File: src/core/rst_consts.svh
// Offsets, field positions, clock rates and timing counts of the reset block
`ifndef RST_CONSTS_SVH
`define RST_CONSTS_SVH
`define ADDR_CAUSE      4'h0
`define ADDR_DOG_CTRL   4'h1
`define ADDR_REF_CTRL   4'h2
`define ADDR_RST_STATE  4'h3
`define BIT_DEBUG_FLAG  4
`define BIT_DOG_FLAG    3
`define BIT_LOW_FLAG    2
`define BIT_PIN_FLAG    1
`define BIT_UP_FLAG     0
`define BIT_UNLOCK      4
`define BIT_DOG_EN      3
`define UNLOCK_CYCLES   3'h4
`define DOG_BASE_CYCLES 32'h0000_4000
`define SYS_CLK_HZ      10000000
`define DOG_OSC_HZ      1000000
`define DOG_OSC_DIV     (`SYS_CLK_HZ / `DOG_OSC_HZ)
`define STARTUP_SHORT   16'h0010
`define STARTUP_LONG    16'h0400
`endif

File: src/core/rst_pkg.sv
// Types shared by the reset block
package rst_pkg;
  typedef enum logic [1:0] {
    SEQ_HOLD  = 2'b00,
    SEQ_DELAY = 2'b01,
    SEQ_RUN   = 2'b11
  } seq_state_t;
endpackage

File: src/core/dog_if.sv
// Watchdog control and status between top and watchdog counter
`timescale 1ns/1ps
`default_nettype none
interface dog_if;
  logic       enable;
  logic       kick;
  logic [2:0] prescale;
  logic       expire;
  modport ctrl (output enable, output kick, output prescale, input expire);
  modport dog  (input enable, input kick, input prescale, output expire);
endinterface
`default_nettype wire

File: src/core/dog_counter.sv
// Watchdog counter ticking on its own 1 MHz enable
`timescale 1ns/1ps
`default_nettype none
`include "rst_consts.svh"
module dog_counter
  import rst_pkg::*;
#(
  parameter int DIV = `DOG_OSC_DIV
) (
  input  wire logic clk,
  input  wire logic nrst,
  input  wire logic chip_rst,
  dog_if.dog        bus
);
  initial begin
    if (DIV < 1 || DIV > 256) $error("DIV must be 1 to 256");
  end

  typedef struct packed {
    logic [7:0]  div;
    logic [31:0] cnt;
    logic        expire;
  } dog_state_t;

  dog_state_t s_q;
  dog_state_t s_d;
  logic       tick;

  assign tick = (s_q.div == 8'(DIV - 1));

  function automatic logic [31:0] limit(input logic [2:0] p);
    limit = `DOG_BASE_CYCLES << p;
  endfunction

  always_comb begin
    s_d = s_q;
    s_d.expire = 1'b0;
    // (RULE_13) own oscillator tick
    if (s_q.div == 8'(DIV - 1)) begin
      s_d.div = 8'h00;
    end else begin
      s_d.div = s_q.div + 8'h01;
    end
    if (bus.enable && s_q.div == 8'(DIV - 1)) begin
      s_d.cnt = s_q.cnt + 32'h0000_0001;
    end
    // (RULE_15) expiry at selected period
    if (bus.enable && tick && s_q.cnt >= limit(bus.prescale) - 32'h1) begin
      s_d.expire = 1'b1;
      s_d.cnt    = 32'h0000_0000;
    end
    // (RULE_14) kick, disable, chip reset
    if (bus.kick || !bus.enable || chip_rst) begin
      s_d.cnt    = 32'h0000_0000;
      s_d.expire = 1'b0;
    end
  end

  always_ff @(posedge clk or negedge nrst) begin
    if (!nrst) begin
      s_q <= '0;
    end else begin
      s_q <= s_d;
    end
  end

  assign bus.expire = s_q.expire;

  // (RULE_15) expiry lasts one cycle
  chk_expire_single: assert property (@(posedge clk) disable iff (!nrst)
    s_q.expire |=> !s_q.expire) else $error("expire longer than one"); // RULE_15
  // (RULE_14) kick clears the count
  chk_kick_clears: assert property (@(posedge clk) disable iff (!nrst)
    bus.kick |=> s_q.cnt == 32'h0) else $error("kick did not clear"); // RULE_14
  cov_expire: cover property (@(posedge clk) disable iff (!nrst) s_q.expire);
endmodule
`default_nettype wire

File: src/core/startup_delay.sv
// Start-up delay counter that stretches the internal reset
`timescale 1ns/1ps
`default_nettype none
`include "rst_consts.svh"
module startup_delay
  import rst_pkg::*;
#(
  parameter logic [15:0] SHORT = `STARTUP_SHORT,
  parameter logic [15:0] LONG  = `STARTUP_LONG
) (
  input  wire logic clk,
  input  wire logic nrst,
  input  wire logic any_src,
  input  wire logic long_sel,
  output logic      hold
);
  initial begin
    if (SHORT == 16'h0 || LONG == 16'h0) $error("delay must be nonzero");
  end

  typedef struct packed {
    seq_state_t  st;
    logic [15:0] cnt;
  } dly_state_t;

  dly_state_t s_q;
  dly_state_t s_d;

  always_comb begin
    s_d = s_q;
    unique case (s_q.st)
      SEQ_HOLD: begin
        s_d.cnt = 16'h0;
        if (!any_src) begin
          s_d.st = SEQ_DELAY;
        end
      end
      SEQ_DELAY: begin
        s_d.cnt = s_q.cnt + 16'h1;
        // (RULE_21) fuse picks delay length
        if (s_q.cnt == (long_sel ? LONG : SHORT) - 16'h1) begin
          s_d.st = SEQ_RUN;
        end
      end
      SEQ_RUN: begin
        s_d.cnt = 16'h0;
      end
      default: begin
        s_d.st = SEQ_HOLD;
      end
    endcase
    // (RULE_24) restart on reassertion
    if (any_src) begin
      s_d.st  = SEQ_HOLD;
      s_d.cnt = 16'h0;
    end
  end

  always_ff @(posedge clk or negedge nrst) begin
    if (!nrst) begin
      s_q <= '{st: SEQ_HOLD, cnt: 16'h0};
    end else begin
      s_q <= s_d;
    end
  end

  assign hold = (s_q.st != SEQ_RUN) || any_src;

  // (RULE_24) source forces hold
  chk_src_holds: assert property (@(posedge clk) disable iff (!nrst)
    any_src |=> (s_q.st == SEQ_HOLD && s_q.cnt == 16'h0))
    else $error("reset not held"); // RULE_24
  cov_release: cover property (@(posedge clk) disable iff (!nrst)
    $fell(hold));
endmodule
`default_nettype wire

File: src/core/reset_sources_and_watchdog.sv
// Reset source collection, cause flags, bandgap enable and watchdog control
//
// The plain strobed port and the address map were left to the implementer.
`timescale 1ns/1ps
`default_nettype none
`include "rst_consts.svh"

// Notes on behaviour
// (RULE_01) Supply-up detector low forces reset at once; release starts delay.
// (RULE_02) Low reset pin resets without clock; release then waits delay.
// (RULE_03) Enabled low-supply detector resets at once; clear then waits delay.
// (RULE_04) Watchdog expiry gives one-cycle pulse; delay starts after it.
// (RULE_05) Debug flag bit 4 sets on debug reset; clears on power-up or zero.
// (RULE_06) Watchdog flag bit 3 sets on watchdog reset; same clearing.
// (RULE_07) Low-supply flag bit 2 sets on low-supply reset; same clearing.
// (RULE_08) Pin flag bit 1 sets on pin reset; same clearing.
// (RULE_09) Power-up flag bit 0 sets on power-up; cleared only by software.
// (RULE_10) Software should read then clear cause flags early.
// (RULE_11) Reference on when detector fuse, comparator select or converter.
// (RULE_12) Software waits reference start-up before using results.
// (RULE_13) Watchdog counts its own 1 MHz tick.
// (RULE_14) Kick, disable and chip reset clear watchdog counter.
// (RULE_15) Unkicked enabled watchdog at period causes reset.
// (RULE_16) Control bits 7..5 read zero.
// (RULE_17) Unlock bit clears itself four cycles after set.
// (RULE_18) Enable set by one; cleared by zero only while unlocked.
// (RULE_19) Software writes unlock+enable, then zero within four cycles.
// (RULE_20) Prescale picks 16384 cycles doubled per step.
// (RULE_21) Start-up delay length chosen by clock-select fuses.
// (RULE_22) Debug reset register held one keeps device in reset.
// (RULE_23) Port reset goes active at once without clock.
// (RULE_24) Reassertion during delay holds reset and restarts count.
module reset_sources_and_watchdog
  import rst_pkg::*;
#(
  parameter int DOG_DIV = `DOG_OSC_DIV
) (
  input  wire logic       clk,
  input  wire logic       nrst,
  input  wire logic       supply_up_ok,
  input  wire logic       reset_pin_n,
  input  wire logic       low_supply_detector,
  input  wire logic       low_supply_detect_fuse,
  input  wire logic       debug_reset_instruction,
  input  wire logic       clock_select_fuses,
  input  wire logic       converter_enable,
  input  wire logic       dog_kick_instruction,
  input  wire logic [3:0] addr,
  input  wire logic [7:0] wdata,
  input  wire logic       wr,
  input  wire logic       rd,
  output logic      [7:0] rdata,
  output logic            core_rst_n,
  output logic            port_rst_n,
  output logic            bandgap_enable
);
  initial begin
    if (DOG_DIV < 1 || DOG_DIV > 256) $error("DOG_DIV must be 1 to 256");
  end

  ////////////////////////////////////////////////////////////////////////////
  // Pin synchronisers

  logic [1:0] pin_sync_q;
  logic [1:0] up_sync_q;
  logic [1:0] low_sync_q;
  logic [1:0] dbg_sync_q;

  always_ff @(posedge clk or negedge nrst) begin
    if (!nrst) begin
      pin_sync_q <= 2'h0;
      up_sync_q  <= 2'h0;
      low_sync_q <= 2'h0;
      dbg_sync_q <= 2'h0;
    end else begin
      pin_sync_q <= {pin_sync_q[0], reset_pin_n};
      up_sync_q  <= {up_sync_q[0], supply_up_ok};
      low_sync_q <= {low_sync_q[0], low_supply_detector};
      dbg_sync_q <= {dbg_sync_q[0], debug_reset_instruction};
    end
  end

  logic pin_src;
  logic up_src;
  logic low_src;
  logic dbg_src;

  assign pin_src = !pin_sync_q[1];
  assign up_src  = !up_sync_q[1];
  assign low_src = low_supply_detect_fuse && low_sync_q[1];
  assign dbg_src = dbg_sync_q[1];

  ////////////////////////////////////////////////////////////////////////////
  // Clockless reset paths

  // (RULE_23) ports reset without clock
  assign port_rst_n = nrst && reset_pin_n && supply_up_ok
    && !(low_supply_detect_fuse && low_supply_detector)
    && !debug_reset_instruction;

  ////////////////////////////////////////////////////////////////////////////
  // Block state

  typedef struct packed {
    logic [4:0] cause;
    logic       unlock;
    logic [2:0] unlock_cnt;
    logic       dog_en;
    logic [2:0] prescale;
    logic       cmp_bg_sel;
    logic       dog_pulse;
    logic [7:0] rdata;
  } top_state_t;

  top_state_t s_q;
  top_state_t s_d;

  dog_if dog_bus ();
  logic  dly_hold;
  logic  any_src;

  function automatic logic hit(input logic [3:0] a, input logic [3:0] ref_a);
    hit = (a == ref_a);
  endfunction

  logic wr_cause;
  logic wr_ctrl;
  logic wr_ref;

  assign wr_cause = wr && hit(addr, `ADDR_CAUSE);
  assign wr_ctrl  = wr && hit(addr, `ADDR_DOG_CTRL);
  assign wr_ref   = wr && hit(addr, `ADDR_REF_CTRL);

  always_comb begin
    s_d = s_q;
    s_d.dog_pulse = 1'b0;
    s_d.rdata     = 8'h00;

    // Software clears cause flags by writing zero
    if (wr_cause) begin
      s_d.cause = s_q.cause & wdata[4:0];
    end
    // (RULE_09) power-up flag
    if (up_src) begin
      s_d.cause = 5'h01;
    end else begin
      // (RULE_08) pin reset flag
      if (pin_src) begin
        s_d.cause[`BIT_PIN_FLAG] = 1'b1;
      end
      // (RULE_07) low-supply flag
      if (low_src) begin
        s_d.cause[`BIT_LOW_FLAG] = 1'b1;
      end
      // (RULE_06) watchdog reset flag
      if (s_q.dog_pulse) begin
        s_d.cause[`BIT_DOG_FLAG] = 1'b1;
      end
      // (RULE_05) debug reset flag
      if (dbg_src) begin
        s_d.cause[`BIT_DEBUG_FLAG] = 1'b1;
      end
    end

    // (RULE_17) unlock clears after four cycles
    if (s_q.unlock) begin
      s_d.unlock_cnt = s_q.unlock_cnt + 3'h1;
      if (s_q.unlock_cnt == `UNLOCK_CYCLES - 3'h1) begin
        s_d.unlock     = 1'b0;
        s_d.unlock_cnt = 3'h0;
      end
    end
    if (wr_ctrl) begin
      s_d.prescale = wdata[2:0];
      // (RULE_18) protected enable
      if (wdata[`BIT_DOG_EN]) begin
        s_d.dog_en = 1'b1;
      end else if (s_q.unlock) begin
        s_d.dog_en = 1'b0;
      end
      if (wdata[`BIT_UNLOCK]) begin
        s_d.unlock     = 1'b1;
        s_d.unlock_cnt = 3'h0;
      end
    end
    if (wr_ref) begin
      s_d.cmp_bg_sel = wdata[0];
    end

    // (RULE_04) one-cycle watchdog pulse
    if (dog_bus.expire) begin
      s_d.dog_pulse = 1'b1;
    end

    if (rd) begin
      unique case (addr)
        `ADDR_CAUSE:     s_d.rdata = {3'h0, s_q.cause};
        // (RULE_16) reserved bits read zero
        `ADDR_DOG_CTRL:  s_d.rdata = {3'h0, s_q.unlock, s_q.dog_en,
                                      s_q.prescale};
        `ADDR_REF_CTRL:  s_d.rdata = {7'h00, s_q.cmp_bg_sel};
        `ADDR_RST_STATE: s_d.rdata = {6'h00, bandgap_enable, dly_hold};
        default:         s_d.rdata = 8'h00;
      endcase
    end
  end

  always_ff @(posedge clk or negedge nrst) begin
    if (!nrst) begin
      s_q <= '0;
    end else begin
      s_q <= s_d;
    end
  end

  ////////////////////////////////////////////////////////////////////////////
  // Watchdog and start-up delay

  assign dog_bus.enable   = s_q.dog_en;
  // (RULE_14) kick clears counter
  assign dog_bus.kick     = dog_kick_instruction;
  // (RULE_20) prescale selection
  assign dog_bus.prescale = s_q.prescale;

  dog_counter #(
    .DIV (DOG_DIV)
  ) u_dog (
    .clk      (clk),
    .nrst     (nrst),
    .chip_rst (!core_rst_n),
    .bus      (dog_bus)
  );

  // (RULE_01) supply-up, (RULE_02) pin, (RULE_03) low supply, (RULE_22) debug
  assign any_src = up_src || pin_src || low_src || dbg_src || s_q.dog_pulse;

  startup_delay u_dly (
    .clk      (clk),
    .nrst     (nrst),
    .any_src  (any_src),
    .long_sel (clock_select_fuses),
    .hold     (dly_hold)
  );

  // (RULE_02) pin acts without clock via port reset
  assign core_rst_n = port_rst_n && !dly_hold;

  // (RULE_11) bandgap enable
  assign bandgap_enable = low_supply_detect_fuse || s_q.cmp_bg_sel
    || converter_enable;

  assign rdata = s_q.rdata;

  ////////////////////////////////////////////////////////////////////////////
  // Checks

  // (RULE_17) unlock lasts four cycles
  chk_unlock_clear: assert property (@(posedge clk) disable iff (!nrst)
    (wr_ctrl && wdata[4]) |=> s_q.unlock [*4] ##1 !s_q.unlock)
    else $error("unlock not cleared on time"); // RULE_17
  // (RULE_18) locked enable stays set
  chk_enable_locked: assert property (@(posedge clk) disable iff (!nrst)
    (wr_ctrl && !wdata[3] && !s_q.unlock && s_q.dog_en) |=> s_q.dog_en)
    else $error("enable cleared while locked"); // RULE_18
  // (RULE_04) pulse is one cycle
  chk_dog_pulse: assert property (@(posedge clk) disable iff (!nrst)
    dog_bus.expire |=> s_q.dog_pulse ##1 !s_q.dog_pulse)
    else $error("watchdog pulse wrong"); // RULE_04
  // (RULE_06) watchdog flag follows pulse
  chk_dog_flag: assert property (@(posedge clk) disable iff (!nrst)
    (s_q.dog_pulse && !up_src) |=> s_q.cause[3])
    else $error("watchdog flag not set"); // RULE_06
  // (RULE_09) power-up sets only its flag
  chk_up_flag: assert property (@(posedge clk) disable iff (!nrst)
    up_src |=> s_q.cause == 5'h01) else $error("power-up flags wrong"); // RULE_09
  // (RULE_08) pin flag set
  chk_pin_flag: assert property (@(posedge clk) disable iff (!nrst)
    (pin_src && !up_src) |=> s_q.cause[1]) else $error("pin flag"); // RULE_08
  // (RULE_07) low flag set
  chk_low_flag: assert property (@(posedge clk) disable iff (!nrst)
    (low_src && !up_src) |=> s_q.cause[2]) else $error("low flag"); // RULE_07
  // (RULE_05) debug flag set
  chk_dbg_flag: assert property (@(posedge clk) disable iff (!nrst)
    (dbg_src && !up_src) |=> s_q.cause[4]) else $error("debug flag"); // RULE_05
  // (RULE_22) debug holds reset
  chk_dbg_hold: assert property (@(posedge clk) disable iff (!nrst)
    dbg_src |-> !core_rst_n) else $error("debug not held"); // RULE_22
  // (RULE_16) reserved bits zero
  chk_reserved: assert property (@(posedge clk) disable iff (!nrst)
    $past(rd) && $past(addr) == `ADDR_DOG_CTRL |-> rdata[7:5] == 3'h0)
    else $error("reserved bits nonzero"); // RULE_16
  // (RULE_11) comparator select turns bandgap on
  chk_bandgap: assert property (@(posedge clk) disable iff (!nrst)
    s_q.cmp_bg_sel |-> bandgap_enable) else $error("bandgap off"); // RULE_11

  // (RULE_01) supply drop resets ports
  chk_up_port: assert property ( // RULE_01
    @(posedge clk) disable iff (!nrst) !supply_up_ok |-> !port_rst_n)
    else $error("supply drop ignored");
  // (RULE_02) low pin resets ports
  chk_pin_port: assert property ( // RULE_02
    @(posedge clk) disable iff (!nrst) !reset_pin_n |-> !port_rst_n)
    else $error("pin low ignored");
  // (RULE_03) fused detector resets ports
  chk_low_port: assert property ( // RULE_03
    @(posedge clk) disable iff (!nrst)
    (low_supply_detect_fuse && low_supply_detector) |-> !port_rst_n)
    else $error("low supply ignored");
  // (RULE_24) any source holds core
  chk_any_hold: assert property ( // RULE_24
    @(posedge clk) disable iff (!nrst) any_src |-> !core_rst_n)
    else $error("core released under source");
  // (RULE_15) expiry resets core
  chk_dog_reset: assert property ( // RULE_15
    @(posedge clk) disable iff (!nrst) s_q.dog_pulse |-> !core_rst_n)
    else $error("expiry did not reset");
  // (RULE_18) enable set by one
  chk_enable_set: assert property ( // RULE_18
    @(posedge clk) disable iff (!nrst)
    (wr_ctrl && wdata[`BIT_DOG_EN]) |=> s_q.dog_en)
    else $error("enable not set");
  // (RULE_18) unlocked zero clears enable
  chk_enable_clear: assert property ( // RULE_18
    @(posedge clk) disable iff (!nrst)
    (wr_ctrl && !wdata[`BIT_DOG_EN] && s_q.unlock) |=> !s_q.dog_en)
    else $error("enable not cleared");
  // (RULE_20) prescale written
  chk_prescale_wr: assert property ( // RULE_20
    @(posedge clk) disable iff (!nrst)
    wr_ctrl |=> s_q.prescale == $past(wdata[2:0]))
    else $error("prescale not stored");
  // (RULE_09) power-up flag cleared by zero
  chk_up_clear: assert property ( // RULE_09
    @(posedge clk) disable iff (!nrst)
    (wr_cause && !wdata[`BIT_UP_FLAG] && !up_src) |=> !s_q.cause[0])
    else $error("power-up flag not cleared");
  // (RULE_09) power-up flag sticky
  chk_up_sticky: assert property ( // RULE_09
    @(posedge clk) disable iff (!nrst)
    (s_q.cause[0] && !wr_cause) |=> s_q.cause[0])
    else $error("power-up flag lost");
  // Read data only after a read
  chk_rd_idle: assert property (
    @(posedge clk) disable iff (!nrst) !$past(rd) |-> rdata == 8'h00)
    else $error("read data outside read");

  cov_dog_off: cover property (@(posedge clk) disable iff (!nrst)
    $fell(s_q.dog_en));
  cov_pin_reset: cover property (@(posedge clk) disable iff (!nrst)
    pin_src ##[1:50] core_rst_n);
  cov_flag_clear: cover property (@(posedge clk) disable iff (!nrst)
    wr_cause && wdata == 8'h00);
endmodule
`default_nettype wire

File: config.mk
export PLATFORM = sky130hd
export DESIGN_NAME = reset_sources_and_watchdog
export DESIGN_NICKNAME = d
export VERILOG_FILES = /design/src/core/rst_pkg.sv /design/src/core/dog_if.sv /design/src/core/dog_counter.sv /design/src/core/startup_delay.sv /design/src/core/reset_sources_and_watchdog.sv
export VERILOG_INCLUDE_DIRS = /design/src /design/src/core
export SDC_FILE = /design/constraint.sdc
export NUM_CORES = 1
export LEC_CHECK = 0
export BUFFER_PORTS_ARGS = -buffer_cell sky130_fd_sc_hd__buf_4
export CAP_MARGIN = 15
export CELL_PAD_IN_SITES_DETAIL_PLACEMENT = 0
export CELL_PAD_IN_SITES_GLOBAL_PLACEMENT = 1
export CORE_ASPECT_RATIO = 0.5
export CORE_MARGIN = 1
export CORE_UTILIZATION = 47
export DETAILED_ROUTE_END_ITERATION = 8
export PLACE_DENSITY = 0.86
export SKIP_CTS_REPAIR_TIMING = 1
export SYNTH_ARGS = -nofsm -noshare
export SYNTH_HDL_FRONTEND = slang
export SYNTH_SLANG_ARGS = --single-unit
File: constraint.sdc
create_clock -name clk -period 3.9 [get_ports clk]
set_clock_uncertainty 0.15 [all_clocks]
set_input_delay 0.78 -clock clk [delete_from_list [all_inputs] [get_ports clk]]
set_output_delay 0.78 -clock clk [all_outputs]
set_load 0.05 [all_outputs]
# ---- After elaboration in Yosys (flattened, before gate mapping)
# Cells that the tools add are included.
# W data, S select, Z words.
dict set report classes {
  n_reduce_logical 36
  shifts 1
  n_mux 25
  n_eq_ne 16
  n_addsub 6
  order_cmp 1
  n_bitwise 1
}
# op n
set op_table {}
lappend op_table {{$mux W33} 2}
lappend op_table {{$add A32 B1 Y32 const B} 1}
lappend op_table {{$ge A32 B32 Y1} 1}
lappend op_table {{$mux W32} 1}
lappend op_table {{$pmux W16 S2} 1}
lappend op_table {{$shl A15 B3 Y32 const A} 1}
lappend op_table {{$sub A32 B1 Y32 const B} 1}
lappend op_table {{$pmux W5 S4} 1}
lappend op_table {{$mux W18} 1}
lappend op_table {{$add A16 B1 Y16 const B} 1}
lappend op_table {{$eq A16 B16 Y1} 1}
lappend op_table {{$mux W4} 4}
lappend op_table {{$mux W8} 2}
lappend op_table {{$sub A16 B1 Y16 const B} 1}
lappend op_table {{$logic_and A1 B1 Y1} 12}
lappend op_table {{$ne A3 B1 Y1 const B} 4}
lappend op_table {{$mux W11} 1}
lappend op_table {{$mux W5} 2}
lappend op_table {{$logic_or A1 B1 Y1} 9}
lappend op_table {{$add A8 B1 Y8 const B} 1}
lappend op_table {{$eq A4 B2 Y1 const B} 2}
lappend op_table {{$eq A8 B4 Y1 const B} 1}
lappend op_table {{$mux W1} 8}
lappend op_table {{$logic_not A1 Y1} 7}
lappend op_table {{17 further kinds} 20}
dict set report totals {
  wordCells 107
  out_inout_bits 11
  reg_bits 90
  inputBits 24
}

# ---- Longest topological paths before layout
dict set report depth {
  word_depth 11
  depth_mapped 16
  mapped_depth_nobuf 13
}

# ---- Cells and area by module
# From an unflattened synthesis, not the netlist that was laid out.
dict set report hier_totals {
  hier_cells 437
  hier_area_um2 4750.8
}
# module instances cells_per_inst seq_area_each_um2 area_per_inst_um2
set by_module_without_submodules {}
lappend by_module_without_submodules {dog_counter 1 237 1026.0 2524.9}
lappend by_module_without_submodules {reset_sources_and_watchdog 1 97 700.7 1232.4}
lappend by_module_without_submodules {startup_delay 1 103 450.4 993.5}

# ---- Least setup slack after synthesis
# Ideal clock, no wire load.
dict set report synth_path {
  path_kind {reg2reg}
  start {reg s_q (netlist bit dog_bus.prescale[0])}
  end {reg u_dog.s_q[13] (netlist bit)}
  t_arrival_ns 3.066
  path_stages_with_launch 15
  path_slack_ns 0.607
  required_ns 3.672
  period_less_slack_ns 3.293
  setup_time_ns 0.078
  path_buffers 3
  cell_sequence {dfrtp_1 -> clkbuf_1 -> or3_1 -> ha_1 -> clkbuf_1 -> xor2_1 -> o21a_1 -> ha_1 -> nand4_1 -> nor4_4 -> a221oi_2 -> a31oi_1 -> buf_4 -> or4_1 -> a21oi_1}
}
dict set report synth_via {
  elab_chain_len 6
  elab_cells_between_ends 7
  classes_between {add/sub: 1; order compare: 1; shift: 1; mux: 2; reduce/logical: 2}
}
# element line_no
set synth_lines {}
lappend synth_lines {{start: declaration} reset_sources_and_watchdog.sv:115} ;# top_state_t s_q;
lappend synth_lines {{start signal: assignment} reset_sources_and_watchdog.sv:210} ;# s_q <= '0;
lappend synth_lines {{start signal: assignment} reset_sources_and_watchdog.sv:212} ;# s_q <= s_d;
lappend synth_lines {{$shl A15 B3 Y32 (no source line) (*)} --}
lappend synth_lines {{$sub A32 B1 Y32 (*)} dog_counter.sv:48} ;# if (bus.enable && tick && s_q.cnt >= limit(bus.prescale) - 32'h1) begin
lappend synth_lines {{$ge A32 B32 Y1 (*)} dog_counter.sv:48}
lappend synth_lines {{$logic_and A1 B1 Y1 (*)} dog_counter.sv:48}
lappend synth_lines {{$mux W33} dog_counter.sv:48}
lappend synth_lines {{$mux W33} dog_counter.sv:53} ;# if (bus.kick || !bus.enable || chip_rst) begin
lappend synth_lines {{end signal: assignment} dog_counter.sv:61} ;# s_q <= '0;
lappend synth_lines {{end signal: assignment} dog_counter.sv:63} ;# s_q <= s_d;
lappend synth_lines {{end: declaration} dog_counter.sv:25} ;# dog_state_t s_q;
# Every way passes the cells marked *; elsewhere a longest branch is shown, timed or not.
# A chain may end at the register's enable or synchronous reset.

# ---- Worst setup path after layout
dict set report layout_path {
  start {reg s_q (netlist bit dog_bus.prescale[1])}
  end {reg u_dog.s_q[13] (netlist bit)}
}
# Same word-level chain as after synthesis.

==> key figures <==
GRT
  – Vias in the first global route: 3273
  – Maximum number of pins on one net before global-route repair: 75
  – GR Util met3: 5.315%
  – Met1 usage: 28.93%
  – GRT Residual Overflow: 0
  – Grt met2 use: 30.80%
  – GRT Total Usage: 20.51%
  – First-pass GRT wire length: 16100 µm
  – Most used routing layer: met2
  – Antenna violations before repair: 0

Detailed routing
  – Via density: 5.366
  – Vias: 3515
  – Drt drc: 0
  – Drt initial violations: 203
  – DR WL/cell: 14.63 µm
  – Detailed-router iteration count before antenna repair: 5
  – Post-route ant nets: 0
  – Final wirelength: 9580 µm

Critical path
  – Crit path DAT: 3770 ps
  – Critical path launch point type: register
  – Crit. End Element: register
  – Req. time, crit path: 4010 ps
  – Crit Path Class: register to register
  – CP max FO: 8

STA
  – Fin. Hold Viols: 0
  – Final Max Slew Viols: 0
  – Max Clk Rate: 0.2734 GHz
  – Minimum clock period: 3657 ps
  – Final period utilization: 93.77%
  – Final setup vio count: 0
  – Slew headroom: 38.50%
  – Setup TNS: 0 ps
  – RSZ-0062 raised after global routing: false
  – Worst Tran Pin Value: 922.5 ps

Synthesis
  – Number of synthesized flops with an enable pin: 0
  – Synth Register Bits: 87
  – FFs w/ async S/R, synth: 100.0%
  – Top_reg_cell synth: dfrtp_1
  – Most common cell in the synthesized netlist: dfrtp_1
  – Mapped Avg Cell Area: 9.769 µm²
  – Yosys cell types: 56
  – Sequential share of the synthesized area: 46.14%
  – Yosys warnings: 0
  – Main area contributors after synthesis: dfrtp_1 46%, ha_1 6.9%, nor2_1 5.7%
  – Post-Syn Area: 0.004718 mm²
  – Leading area contributor after synthesis: dfrtp_1
  – Synth cell count leaders: 87 x dfrtp_1, 72 x nor2_1, 44 x nand2_1
  – Post-synth top area share: 46.14%
  – Synthesized instance count: 483

Layout
  – Fill count: 861
  – Nets: 565
  – Area Growth Syn to Fin: 13.23%
  – # diodes: 0
  – Fraction of layout cells with a size suffix above 1: 12.88%
  – Area of the multi-input gates: 0.002379 mm²
  – Storage element area: 0.002177 mm²

Die
  – Std cell rows: 25
  – Die ar.: 0.01047 mm²
  – Number of placed I/O pins: 35
  – Die height: 72.85 µm
  – Die width: 143.7 µm
  – Placeable core region: 0.009603 mm²
  – Initial Utilization: 49.13%

Placed design
  – Count of buffers from port buffering: 28
  – Detailed Place HPWL: 6746 µm
  – Routability cong.: 0.7726

Job
  – Max-Cap Viols: 0

Power and ir drop
  – Flop pwr share: 46.6%
  – P per Cell Area: 392.0 mW/mm²
  – Clock Power Share: 40.3%
  – Switching Fraction: 25.72%
  – Comb pwr share: 13.1%
  – Total power: 2.094 mW
  – Peak supply drop: 0.2411 mV
  – P_sw: 0.5387 mW
  – Pleak: 2.261 nW
  – Int Power: 1.556 mW

CTS
  – TritonCTS clock tree: yes
  – CTS Sinks: 87
  – Worst-skew pair later-pin latency: 340 ps
  – Clock Path Buffers: 2
  – Clk root buf: clkbuf_16
  – Reg clk slew, reported paths: 60 ps
  – # H-tree levels: 3
  – CTS Buf Count: 9

Hold path
  – HP Class: input port to asynchronous set/reset pin

Outcome
  – Status: finished clean
## per-stage QoR
| step | instances | hold WS, ps | area, µm² | setup WS (ps) | utilization, % |
|---|---|---|---|---|---|
| floorplan | 489 | 181.2 | 4741 | 606.5 | - |
| global placement | 639 | 183.6 | 5051 | 334.3 | 52.60 |
| global route | 655 | 130.7 | 5343 | 27.29 | 55.64 |
| detailed placement | 639 | 187.1 | 5051 | 298.9 | 52.60 |
| finish | 655 | 134.2 | 5343 | 243.0 | 55.64 |
| CTS | 655 | 130.9 | 5343 | 252.3 | 55.64 |
## cell usage in the layout (no fill, tap or decap), drive strengths merged, types with 3 or more instances in the layout
cell / instances
nor2: 72
a31oi: 4
a21o: 4
nor3: 14
and3: 7
inv: 15
and4: 3
or4: 4
o21a: 5
buf: 36
nand4: 17
xnor2: 21
a21boi: 3
ha: 26
or3: 6
or2: 3
dfrtp: 87
mux2i: 7
xor2: 27
nand2: 44
a21oi: 16
o21ai: 11
nand3: 28
nor4: 6
conb: 8
clkbuf: 11
## power by group through the flow
stage	combinational, mW	sequential (mW)	clock, mW
finish	0.274	0.977	0.844
global route	0.311	0.982	0.902
CTS	0.275	0.976	0.862
detailed placement	0.273	0.992	0
global placement	0.266	0.992	0
floorplan	0.196	0.980	0
## state kept, by name (all words and copies together) (netlist names), 2 cells and up
register,flops
low_sync_q,2
dog_bus.prescale,3
s_q,11
rdata,5
up_sync_q,2
dbg_sync_q,2
u_dog.s_q,40
u_dly.s_q,18
pin_sync_q,2
## per-layer routing
layer  vias up  routed length, µm  part of all wire (%)
met1      1694               4775                    50
met3        12                407                   4.2
met2        69               4247                    44
met5         -                  0                     0
li1       1740                  -                     -
met4         0                149                   1.6
## cells by family (layout without fill, tap and decap cells)
| family | after synthesis | after routing | share of synthesized area (%) |
|---|---|---|---|
| and+or+nand+nor | 215 | 215 | 22.78 |
| DFF | 87 | 87 | 46.14 |
| muxes | 10 | 10 | 2.440 |
| other | 2 | 8 | 0.1592 |
| buffers and inverters | 36 | 67 | 3.924 |
| adders and majority gates | 26 | 26 | 6.895 |
| xor gates and xnor gates | 48 | 48 | 8.910 |
| AOI/OAI and AO/OA | 59 | 59 | 8.751 |
## cell type report
cell class | instances | area share (%)
multi-input cells | 366 | 44.52
flip-flops and latches | 87 | 40.75
repair buffers | 36 | 5.059
clock buffers | 11 | 4.356
well taps | 135 | 3.162
clock inverters | 5 | 1.101
inverters | 15 | 1.054
## worst paths after layout
path	slack, ps	cells after the start	startpoint	to
max	240	12	dog_bus.prescale[1]$_DFFE_PN0P_	u_dog.s_q[13]$_DFFE_PN0P_
min	130	1	nrst	u_dly.s_q[6]$_DFFE_PN0P_
max reg2reg	240	12	dog_bus.prescale[1]$_DFFE_PN0P_	u_dog.s_q[13]$_DFFE_PN0P_
min reg2reg	200	0	u_dog.bus.expire$_DFF_PN0_	s_q[8]$_DFF_PN0_
max in group asynchronous	2310	2	nrst	u_dog.s_q[5]$_DFFE_PN0P_
min in group clk	200	0	u_dog.bus.expire$_DFF_PN0_	s_q[8]$_DFF_PN0_
## worst max-delay path, stage by stage (launching register included)
cell	delay [ps]
dfrtp_1	400
or3_1	410
ha_1	300
xor2_1	170
o21a_1	210
ha_1	270
nand4_1	170
nor4_4	60
a221oi_2	350
a31oi_1	290
buf_4	240
or4_1	390
a21oi_1	160
(Power assumes the default switching activity.)
